**src/common/vdtc_pkg.sv**
```systemverilog
// Functional notes
// Divide value is 12 bits, upper byte plus low nibble; ratio is value plus one.
// Active divide value reloads only when the low-part register is written.
// Host programs divide values only between 2 and 4095.
// Divide value resets to 1693, upper 69h, low nibble dh.
// Band field bits 7:6 picks one of four pixel ranges and post-divider.
// Band field resets to 01.
// Pump current field bits 5:3 selects loop drive 50 to 1500 microamps.
// Pump current field resets to 001.
// Phase field bits 7:3 shifts sampling in 32 steps of 11.25 degrees.
// Phase field resets to step 16.
// Internal clamp starts placement pixel periods after line-sync trailing edge.
// Host programs clamp placement between 1 and 255.
// Clamp length register sets how long the internal clamp stays active.
// External clamp source ignores placement and length registers.
// Output line sync starts on feedback clock, ends after width pixel clocks.
// Register zero is a read-only silicon revision.
// Green and blue offset targets are eight bits resetting to 04h.
// Host writes the reserved register after the targets with 11h.
// Auto-offset bit 7 enables, bit 6 holds; both reset to zero.
// Host writes auto-offset control bits 5:2 with 9.
// Auto-offset bits 1:0 choose update rate, resetting to 10.
// Host leaves the factory test register at its default.
//
// Purpose: Constants and types for the video digitizer timing control bank.
// Assumes: Byte-wide register port at printed offsets.
// Notes: Revision value is arbitrary.
package vdtc_pkg;
    localparam logic [7:0] ADDR_REVISION = 8'h00;
    localparam logic [7:0] ADDR_DIV_UPPER = 8'h01;
    localparam logic [7:0] ADDR_DIV_LOWER = 8'h02;
    localparam logic [7:0] ADDR_CLKGEN = 8'h03;
    localparam logic [7:0] ADDR_PHASE = 8'h04;
    localparam logic [7:0] ADDR_CLAMP_START = 8'h05;
    localparam logic [7:0] ADDR_CLAMP_LEN = 8'h06;
    localparam logic [7:0] ADDR_SYNC_WIDTH = 8'h07;
    localparam logic [7:0] ADDR_GREEN_TGT = 8'h1a;
    localparam logic [7:0] ADDR_BLUE_TGT = 8'h1b;
    localparam logic [7:0] ADDR_RSV_FIXED = 8'h1c;
    localparam logic [7:0] ADDR_AO_CTRL = 8'h1d;
    localparam logic [7:0] ADDR_TEST = 8'h1e;
    localparam logic [7:0] SILICON_REVISION = 8'h01;
    localparam logic [7:0] RST_DIV_UPPER = 8'h69;
    localparam logic [7:0] RST_DIV_LOWER = 8'hd0;
    localparam logic [11:0] RST_DIVIDE = 12'h69d;
    localparam logic [7:0] RST_CLKGEN = 8'h48;
    localparam logic [7:0] RST_PHASE = 8'h80;
    localparam logic [7:0] RST_CLAMP_START = 8'h01;
    localparam logic [7:0] RST_CLAMP_LEN = 8'h01;
    localparam logic [7:0] RST_SYNC_WIDTH = 8'h01;
    localparam logic [7:0] RST_TARGET = 8'h04;
    localparam logic [7:0] RST_RSV_FIXED = 8'h11;
    localparam logic [7:0] RST_AO_CTRL = 8'h26;
    localparam logic [7:0] RST_TEST = 8'h00;
    localparam int BAND_HI = 7;
    localparam int BAND_LO = 6;
    localparam int PUMP_HI = 5;
    localparam int PUMP_LO = 3;
    localparam int PHASE_HI = 7;
    localparam int PHASE_LO = 3;
    localparam int AO_EN_BIT = 7;
    localparam int AO_HOLD_BIT = 6;
    localparam int AO_RATE_HI = 1;
    localparam int AO_RATE_LO = 0;
    localparam int DIV_NIB_HI = 7;
    localparam int DIV_NIB_LO = 4;

    typedef struct packed {
        logic wr;
        logic [7:0] addr;
        logic [7:0] wdata;
    } reg_req_type;

    typedef struct packed {
        logic [1:0] band;
        logic [2:0] pump;
        logic [4:0] phase;
        logic [11:0] divide;
        logic ao_enable;
        logic ao_hold;
        logic [1:0] ao_rate;
    } clock_cfg_type;
endpackage

```
**src/logic/video_digitizer_timing_control.sv**
```systemverilog
// Purpose: Register bank with internal clamp and output line-sync timing.
// Assumes: Runs on the recovered pixel clock; pins are synchronised here.
// Notes: Register writes come from the serial control port decoder.
`timescale 1ns/1ps
module video_digitizer_timing_control
(
    input wire logic sys_clk,
    input wire logic nrst,
    input wire vdtc_pkg::reg_req_type req,
    input wire logic [7:0] rd_addr,
    output logic [7:0] rd_data,
    input wire logic line_sync_in,
    input wire logic feedback_edge,
    input wire logic clamp_external,
    input wire logic clamp_pin,
    output vdtc_pkg::clock_cfg_type clock_cfg,
    output logic clamp_out,
    output logic line_sync_out,
    output logic [7:0] green_target,
    output logic [7:0] blue_target
);
    // ------------------------------------------------------------
    // State
    // ------------------------------------------------------------
    typedef struct packed {
        logic [7:0] div_upper;
        logic [7:0] div_lower;
        logic [11:0] divide;
        logic [7:0] clkgen;
        logic [7:0] phase;
        logic [7:0] clamp_start;
        logic [7:0] clamp_len;
        logic [7:0] sync_width;
        logic [7:0] green_tgt;
        logic [7:0] blue_tgt;
        logic [7:0] rsv_fixed;
        logic [7:0] ao_ctrl;
        logic [7:0] test;
        logic [2:0] sync_pipe;
        logic [2:0] clamp_pipe;
        logic sync_level;
        logic clamp_level;
        logic delay_run;
        logic [7:0] delay_cnt;
        logic clamp_run;
        logic [7:0] clamp_cnt;
        logic clamp_q;
        logic hs_run;
        logic [7:0] hs_cnt;
        logic [7:0] rd_q;
    } state_type;

    state_type s;
    state_type next_s;
    logic sync_fall;

    // ------------------------------------------------------------
    // Next state
    // ------------------------------------------------------------
    always_comb
    begin
        next_s = s;
        sync_fall = 1'b0;
        if (req.wr)
        begin
            unique case (req.addr)
                vdtc_pkg::ADDR_DIV_UPPER: next_s.div_upper = req.wdata;
                vdtc_pkg::ADDR_DIV_LOWER:
                begin
                    next_s.div_lower = req.wdata;
                    // Only the low-part write moves the active ratio.
                    next_s.divide = {s.div_upper,
                        req.wdata[vdtc_pkg::DIV_NIB_HI:vdtc_pkg::DIV_NIB_LO]};
                end
                vdtc_pkg::ADDR_CLKGEN: next_s.clkgen = req.wdata;
                vdtc_pkg::ADDR_PHASE: next_s.phase = req.wdata;
                vdtc_pkg::ADDR_CLAMP_START: next_s.clamp_start = req.wdata;
                vdtc_pkg::ADDR_CLAMP_LEN: next_s.clamp_len = req.wdata;
                vdtc_pkg::ADDR_SYNC_WIDTH: next_s.sync_width = req.wdata;
                vdtc_pkg::ADDR_GREEN_TGT: next_s.green_tgt = req.wdata;
                vdtc_pkg::ADDR_BLUE_TGT: next_s.blue_tgt = req.wdata;
                vdtc_pkg::ADDR_RSV_FIXED: next_s.rsv_fixed = req.wdata;
                vdtc_pkg::ADDR_AO_CTRL: next_s.ao_ctrl = req.wdata;
                vdtc_pkg::ADDR_TEST: next_s.test = req.wdata;
                default: next_s.test = s.test;
            endcase
        end

        unique case (rd_addr)
            vdtc_pkg::ADDR_REVISION: next_s.rd_q = vdtc_pkg::SILICON_REVISION;
            vdtc_pkg::ADDR_DIV_UPPER: next_s.rd_q = s.div_upper;
            vdtc_pkg::ADDR_DIV_LOWER: next_s.rd_q = s.div_lower;
            vdtc_pkg::ADDR_CLKGEN: next_s.rd_q = s.clkgen;
            vdtc_pkg::ADDR_PHASE: next_s.rd_q = s.phase;
            vdtc_pkg::ADDR_CLAMP_START: next_s.rd_q = s.clamp_start;
            vdtc_pkg::ADDR_CLAMP_LEN: next_s.rd_q = s.clamp_len;
            vdtc_pkg::ADDR_SYNC_WIDTH: next_s.rd_q = s.sync_width;
            vdtc_pkg::ADDR_GREEN_TGT: next_s.rd_q = s.green_tgt;
            vdtc_pkg::ADDR_BLUE_TGT: next_s.rd_q = s.blue_tgt;
            vdtc_pkg::ADDR_RSV_FIXED: next_s.rd_q = s.rsv_fixed;
            vdtc_pkg::ADDR_AO_CTRL: next_s.rd_q = s.ao_ctrl;
            vdtc_pkg::ADDR_TEST: next_s.rd_q = s.test;
            default: next_s.rd_q = 8'h00;
        endcase

        // Pins pass three flops; a level counts once stages two and three agree.
        next_s.sync_pipe = {s.sync_pipe[1:0], line_sync_in};
        next_s.clamp_pipe = {s.clamp_pipe[1:0], clamp_pin};
        if (s.sync_pipe[2] == s.sync_pipe[1])
        begin
            next_s.sync_level = s.sync_pipe[2];
        end
        if (s.clamp_pipe[2] == s.clamp_pipe[1])
        begin
            next_s.clamp_level = s.clamp_pipe[2];
        end
        sync_fall = s.sync_level && (s.sync_pipe[2] == s.sync_pipe[1]) && !s.sync_pipe[2];

        // Internal clamp: wait placement periods after the trailing edge, then hold.
        if (sync_fall)
        begin
            next_s.delay_run = 1'b1;
            next_s.delay_cnt = s.clamp_start;
        end
        else if (s.delay_run)
        begin
            next_s.delay_cnt = s.delay_cnt - 8'h01;
            if (s.delay_cnt <= 8'h01)
            begin
                next_s.delay_run = 1'b0;
                next_s.clamp_run = 1'b1;
                next_s.clamp_cnt = s.clamp_len;
            end
        end
        if (s.clamp_run && !(s.delay_run && s.delay_cnt <= 8'h01))
        begin
            next_s.clamp_cnt = s.clamp_cnt - 8'h01;
            if (s.clamp_cnt <= 8'h01)
            begin
                next_s.clamp_run = 1'b0;
            end
        end
        next_s.clamp_q = clamp_external ? s.clamp_level : next_s.clamp_run;

        // Output line sync: leading edge on feedback clock, width in pixel clocks.
        if (feedback_edge)
        begin
            next_s.hs_run = (s.sync_width != 8'h00);
            next_s.hs_cnt = s.sync_width;
        end
        else if (s.hs_run)
        begin
            next_s.hs_cnt = s.hs_cnt - 8'h01;
            if (s.hs_cnt <= 8'h01)
            begin
                next_s.hs_run = 1'b0;
            end
        end
    end

    // ------------------------------------------------------------
    // Registers
    // ------------------------------------------------------------
    always_ff @(posedge sys_clk or negedge nrst)
    begin
        if (!nrst)
        begin
            s <= '0;
            s.div_upper <= vdtc_pkg::RST_DIV_UPPER;
            s.div_lower <= vdtc_pkg::RST_DIV_LOWER;
            s.divide <= vdtc_pkg::RST_DIVIDE;
            s.clkgen <= vdtc_pkg::RST_CLKGEN;
            s.phase <= vdtc_pkg::RST_PHASE;
            s.clamp_start <= vdtc_pkg::RST_CLAMP_START;
            s.clamp_len <= vdtc_pkg::RST_CLAMP_LEN;
            s.sync_width <= vdtc_pkg::RST_SYNC_WIDTH;
            s.green_tgt <= vdtc_pkg::RST_TARGET;
            s.blue_tgt <= vdtc_pkg::RST_TARGET;
            s.rsv_fixed <= vdtc_pkg::RST_RSV_FIXED;
            s.ao_ctrl <= vdtc_pkg::RST_AO_CTRL;
            s.test <= vdtc_pkg::RST_TEST;
        end
        else
        begin
            s <= next_s;
        end
    end

    // ------------------------------------------------------------
    // Outputs
    // ------------------------------------------------------------
    assign rd_data = s.rd_q;
    assign clamp_out = s.clamp_q;
    assign line_sync_out = s.hs_run;
    assign green_target = s.green_tgt;
    assign blue_target = s.blue_tgt;
    assign clock_cfg.band = s.clkgen[vdtc_pkg::BAND_HI:vdtc_pkg::BAND_LO];
    assign clock_cfg.pump = s.clkgen[vdtc_pkg::PUMP_HI:vdtc_pkg::PUMP_LO];
    assign clock_cfg.phase = s.phase[vdtc_pkg::PHASE_HI:vdtc_pkg::PHASE_LO];
    assign clock_cfg.divide = s.divide;
    assign clock_cfg.ao_enable = s.ao_ctrl[vdtc_pkg::AO_EN_BIT];
    assign clock_cfg.ao_hold = s.ao_ctrl[vdtc_pkg::AO_HOLD_BIT];
    assign clock_cfg.ao_rate = s.ao_ctrl[vdtc_pkg::AO_RATE_HI:vdtc_pkg::AO_RATE_LO];
endmodule

```
**config.mk**
```make
export PLATFORM = sky130hd
export DESIGN_NAME = video_digitizer_timing_control
export DESIGN_NICKNAME = d
export VERILOG_FILES = /design/src/common/vdtc_pkg.sv /design/src/logic/video_digitizer_timing_control.sv
export SDC_FILE = /design/constraint.sdc
export NUM_CORES = 1
export LEC_CHECK = 0
export BUFFER_PORTS_ARGS = -buffer_cell sky130_fd_sc_hd__buf_2
export CAP_MARGIN = 20
export CORE_MARGIN = 2
export CORE_UTILIZATION = 30
export CTS_BUF_LIST = sky130_fd_sc_hd__clkbuf_8
export DETAILED_ROUTE_END_ITERATION = 10
export SYNTH_ARGS = -nofsm -noshare
export SYNTH_HDL_FRONTEND = slang
export SYNTH_SLANG_ARGS = --single-unit
```
**constraint.sdc**
```tcl
create_clock -name sys_clk -period 5 [get_ports sys_clk]
set_clock_uncertainty 0.2 [all_clocks]
set_input_delay 1.25 -clock sys_clk [delete_from_list [all_inputs] [get_ports sys_clk]]
set_output_delay 1.25 -clock sys_clk [all_outputs]
set_load 0.05 [all_outputs]
```
==> impl_metrics.csv <==
group,metric,value,unit
synthesis,synth_top_cell_area_share,41.58,%
synthesis,synth.largest_area_cell,"dfrtp_1",
placed_design,dp.final_hpwl,13510,um
sta,timing.final.crit_period,2.864,ns
synthesis,syn_inst,628,
floorplanning,chipHeight,161.7,um
sta,finalSetupViolCount,0,
global_routing,grt_antenna_before_repair,0,
sta,relSlewSlack,34.78,%
clock_network,cts_sinks,148,
synthesis,synth_area_leaders,"dfrtp_1 (42%), mux2_2 (18%), dfstp_2 (8.4%), buf_4 (5.0%), mux2i_1 (1.7%)",
drt,routed_wl,19030,um
synthesis,ys_seq_area_share,50.03,%
synthesis,ys_types,66,
global_routing,grt_pass1_vias,4947,
clock_network,cts-resized-gates,0,
pwr,power_density,378.7,nW/um^2
placed_design,dp_cells,950,
floorplanning,dieArea,26160,um^2
clock_network,hold_buffers,0,
setup_path,path_cells,"buf_2, nor4b_1, and3_1, nand3_1, mux2_2",
drt,route.met3.wl,852,um
placed_design,place_congestion,0.8363,
global_routing,overflow,0,
setup_path,crit_buf_inv,1,
global_routing,grt_usage,15.04,%
clock_network,cts_tree,"yes",
run,cap_viol_max_count,0,
sta,worstMarginPinSlew,0.9708,ns
global_routing,grt_max_degree,112,
clock_network,insertion_delay,0.48,ns
layout,n_fill_cell,2489,
setup_path,arrival,3.01,ns
sta,hold_viol_final,0,
synthesis,post-synth-top-count-cell,"dfrtp_1",
pwr,ir_worst_vdd,153.6,uV
setup_path,start_kind,"input port",
drt,postRouteAntennaNets,0,
layout,register_area,3734,um^2
sta,min_period_over_period,57.27,%
outcome,status,"finished clean",
sta,fmax,0.3492,GHz
min_path,hp-class,"flop to flop",
setup_path,cp-end-kind,"flop",
drt,highest-signal-layer,"met4",
floorplanning,row_count,57,
drt,wl_per_cell,19.36,um
sta,slew_violations,0,
synthesis,syn_nets,665,
clock_network,cts-root-buf,"clkbuf_8",
synthesis,ys_ff_latch,148,
layout,finalNetCount,683,
synthesis,syn_area_per_cell,11.88,um^2
placed_design,port_buffers,82,
synthesis,synthesis.area,7463,um^2
clock_network,cts_buffer_depth,2,
synthesis,synthFlopType,"dfrtp_1",
layout,final_cells,983,
synthesis,yosys_warnings,0,
layout,multi_input_area,3152,um^2
floorplanning,start_util,30.60,%
layout,flow.area_growth_from_synthesis,10.19,%
drt,num_vias,4913,
drt,dr_wl_met2,8552,um
synthesis,synth_common_cells,"dfrtp_1 (124), mux2_2 (118), buf_4 (50)",
drt,met1_length,9150,um
global_routing,grt_pass1_wl,29760,um
setup_path,required,5.15,ns
drt,drc,0,
drt,avgViaCountPerCell,4.998,
floorplanning,io_pins,83,
clock_network,cts_setup_buffers,0,
clock_network,numCtsBuffers,17,
drt,drt_pass1_iterations,5,
sta,timing.setup.tns,0,ns
synthesis,synth_edf_count,0,
setup_path,crit_fanout,8,
setup_path,crit_slowest_cell,"nand3_1",
layout,final_cell_area,8224,um^2
clock_network,cts.clk_slew.worst_paths,0.09,ns
layout,drive_gt1_share,41.73,%
pwr,p_leak,3.857,nW
setup_path,critPathMaxStageDelay,0.53,ns
synthesis,async_flop_share,100.0,%
placed_design,place_area,7782,um^2
drt,drtIter0Drc,286,
clock_network,ctsHtreeMaxLevel,4,
setup_path,critical-path-top-delay-family,"simple AND/OR/NAND/NOR gates",
sta,rsz0062_at_grt,"no",
floorplanning,coreArea,24390,um^2
layout,n_antenna_cell,0,
setup_path,path_class,"input port to flop",
floorplanning,die_w,161.7,um
## registers in the layout, summed over array words and instances, names as in the netlist
signal         flops
blue_target        8
clamp_out          1
clock_cfg         23
green_target       8
line_sync_out      1
next_s             4
rd_data            8
s                 95
## layout make-up
class / count / share of cell area, %
sequential: 148 / 45.40
multi-input combinational: 381 / 38.32
inverter: 10 / 0.4564
tap: 324 / 4.929
clock buffer: 17 / 2.845
timing repair buffer: 88 / 5.857
clock inverter: 15 / 2.191
## through the flow
step / power (mW) / utilization (%) / hold WS, ns / setup slack, ns
floorplan: 1.992 / - / 0.1312 / 2.054
global placement: 2.133 / 31.91 / 0.1340 / 1.633
detailed placement: 2.145 / 31.91 / 0.1347 / 1.661
CTS: 3.144 / 33.61 / 0.1554 / 2.163
global route: 3.288 / 33.72 / 0.1622 / 1.965
finish: 3.114 / 33.72 / 0.1536 / 2.136
## worst reg2reg max path, delay by kind of cell (launching register included)
kind             cells  cell delay (ns)
flip-flops           1             0.44
AO/OA/AOI/OAI        1             0.36
AND/OR/NAND/NOR      3             1.29
## report_power, final
group / total [mW] / internal, mW / switching [mW]
Sequential: 1.49 / 1.35 / 0.142
Clock: 0.990 / 0.465 / 0.525
Combinational: 0.636 / 0.284 / 0.351
## cell families (layout without fill, tap and decap cells)
| kind of cell | count (synthesis) | in the layout | synth area share (%) |
|---|---|---|---|
| compound gates | 80 | 80 | 8.098 |
| xor+xnor | 14 | 14 | 1.643 |
| fa+ha+maj | 8 | 8 | 1.274 |
| buf+inv | 99 | 130 | 7.745 |
| flops | 148 | 148 | 50.03 |
| mux | 135 | 135 | 20.40 |
| simple gates | 144 | 144 | 10.81 |
## placed cells by master (no fill, tap or decap), types with 10 or more instances in the layout
cell | Yosys | routed
dfrtp_1 | 124 | 124
inv_1 | 10 | 10
nor2_1 | 15 | 15
nand3_1 | 18 | 18
mux2_2 | 118 | 118
o21ai_0 | 26 | 26
clkbuf_8 | 0 | 17
nand2_1 | 31 | 31
dfstp_2 | 24 | 24
nor2b_1 | 13 | 13
xnor2_1 | 10 | 10
nor3_1 | 14 | 14
mux2i_1 | 13 | 13
buf_2 | 3 | 81
## path summary, 6_finish.rpt
path,endpoint,start,cells after the start,slack (ns)
min in group asynchronous,next_s[42]$_DFF_PN0_,nrst,1,0.38
max in group asynchronous,s[60]$_DFFE_PN1P_,nrst,3,3.14
max reg2reg,s[19]$_DFFE_PN0P_,s[30]$_DFFE_PN0P_,4,2.61
min reg2reg,next_s[43]$_DFF_PN0_,next_s[42]$_DFF_PN0_,0,0.15
min,next_s[43]$_DFF_PN0_,next_s[42]$_DFF_PN0_,0,0.15
max,s[56]$_DFFE_PN0P_,req[13],5,2.14
## metal layers
layer  track usage [%]  vias to the layer above
met5                 0                        -
met4             5.994                        0
met3             2.809                       33
met2             22.82                      149
met1             21.29                     2470
li1                  -                     2261
(Power assumes the default switching activity.)
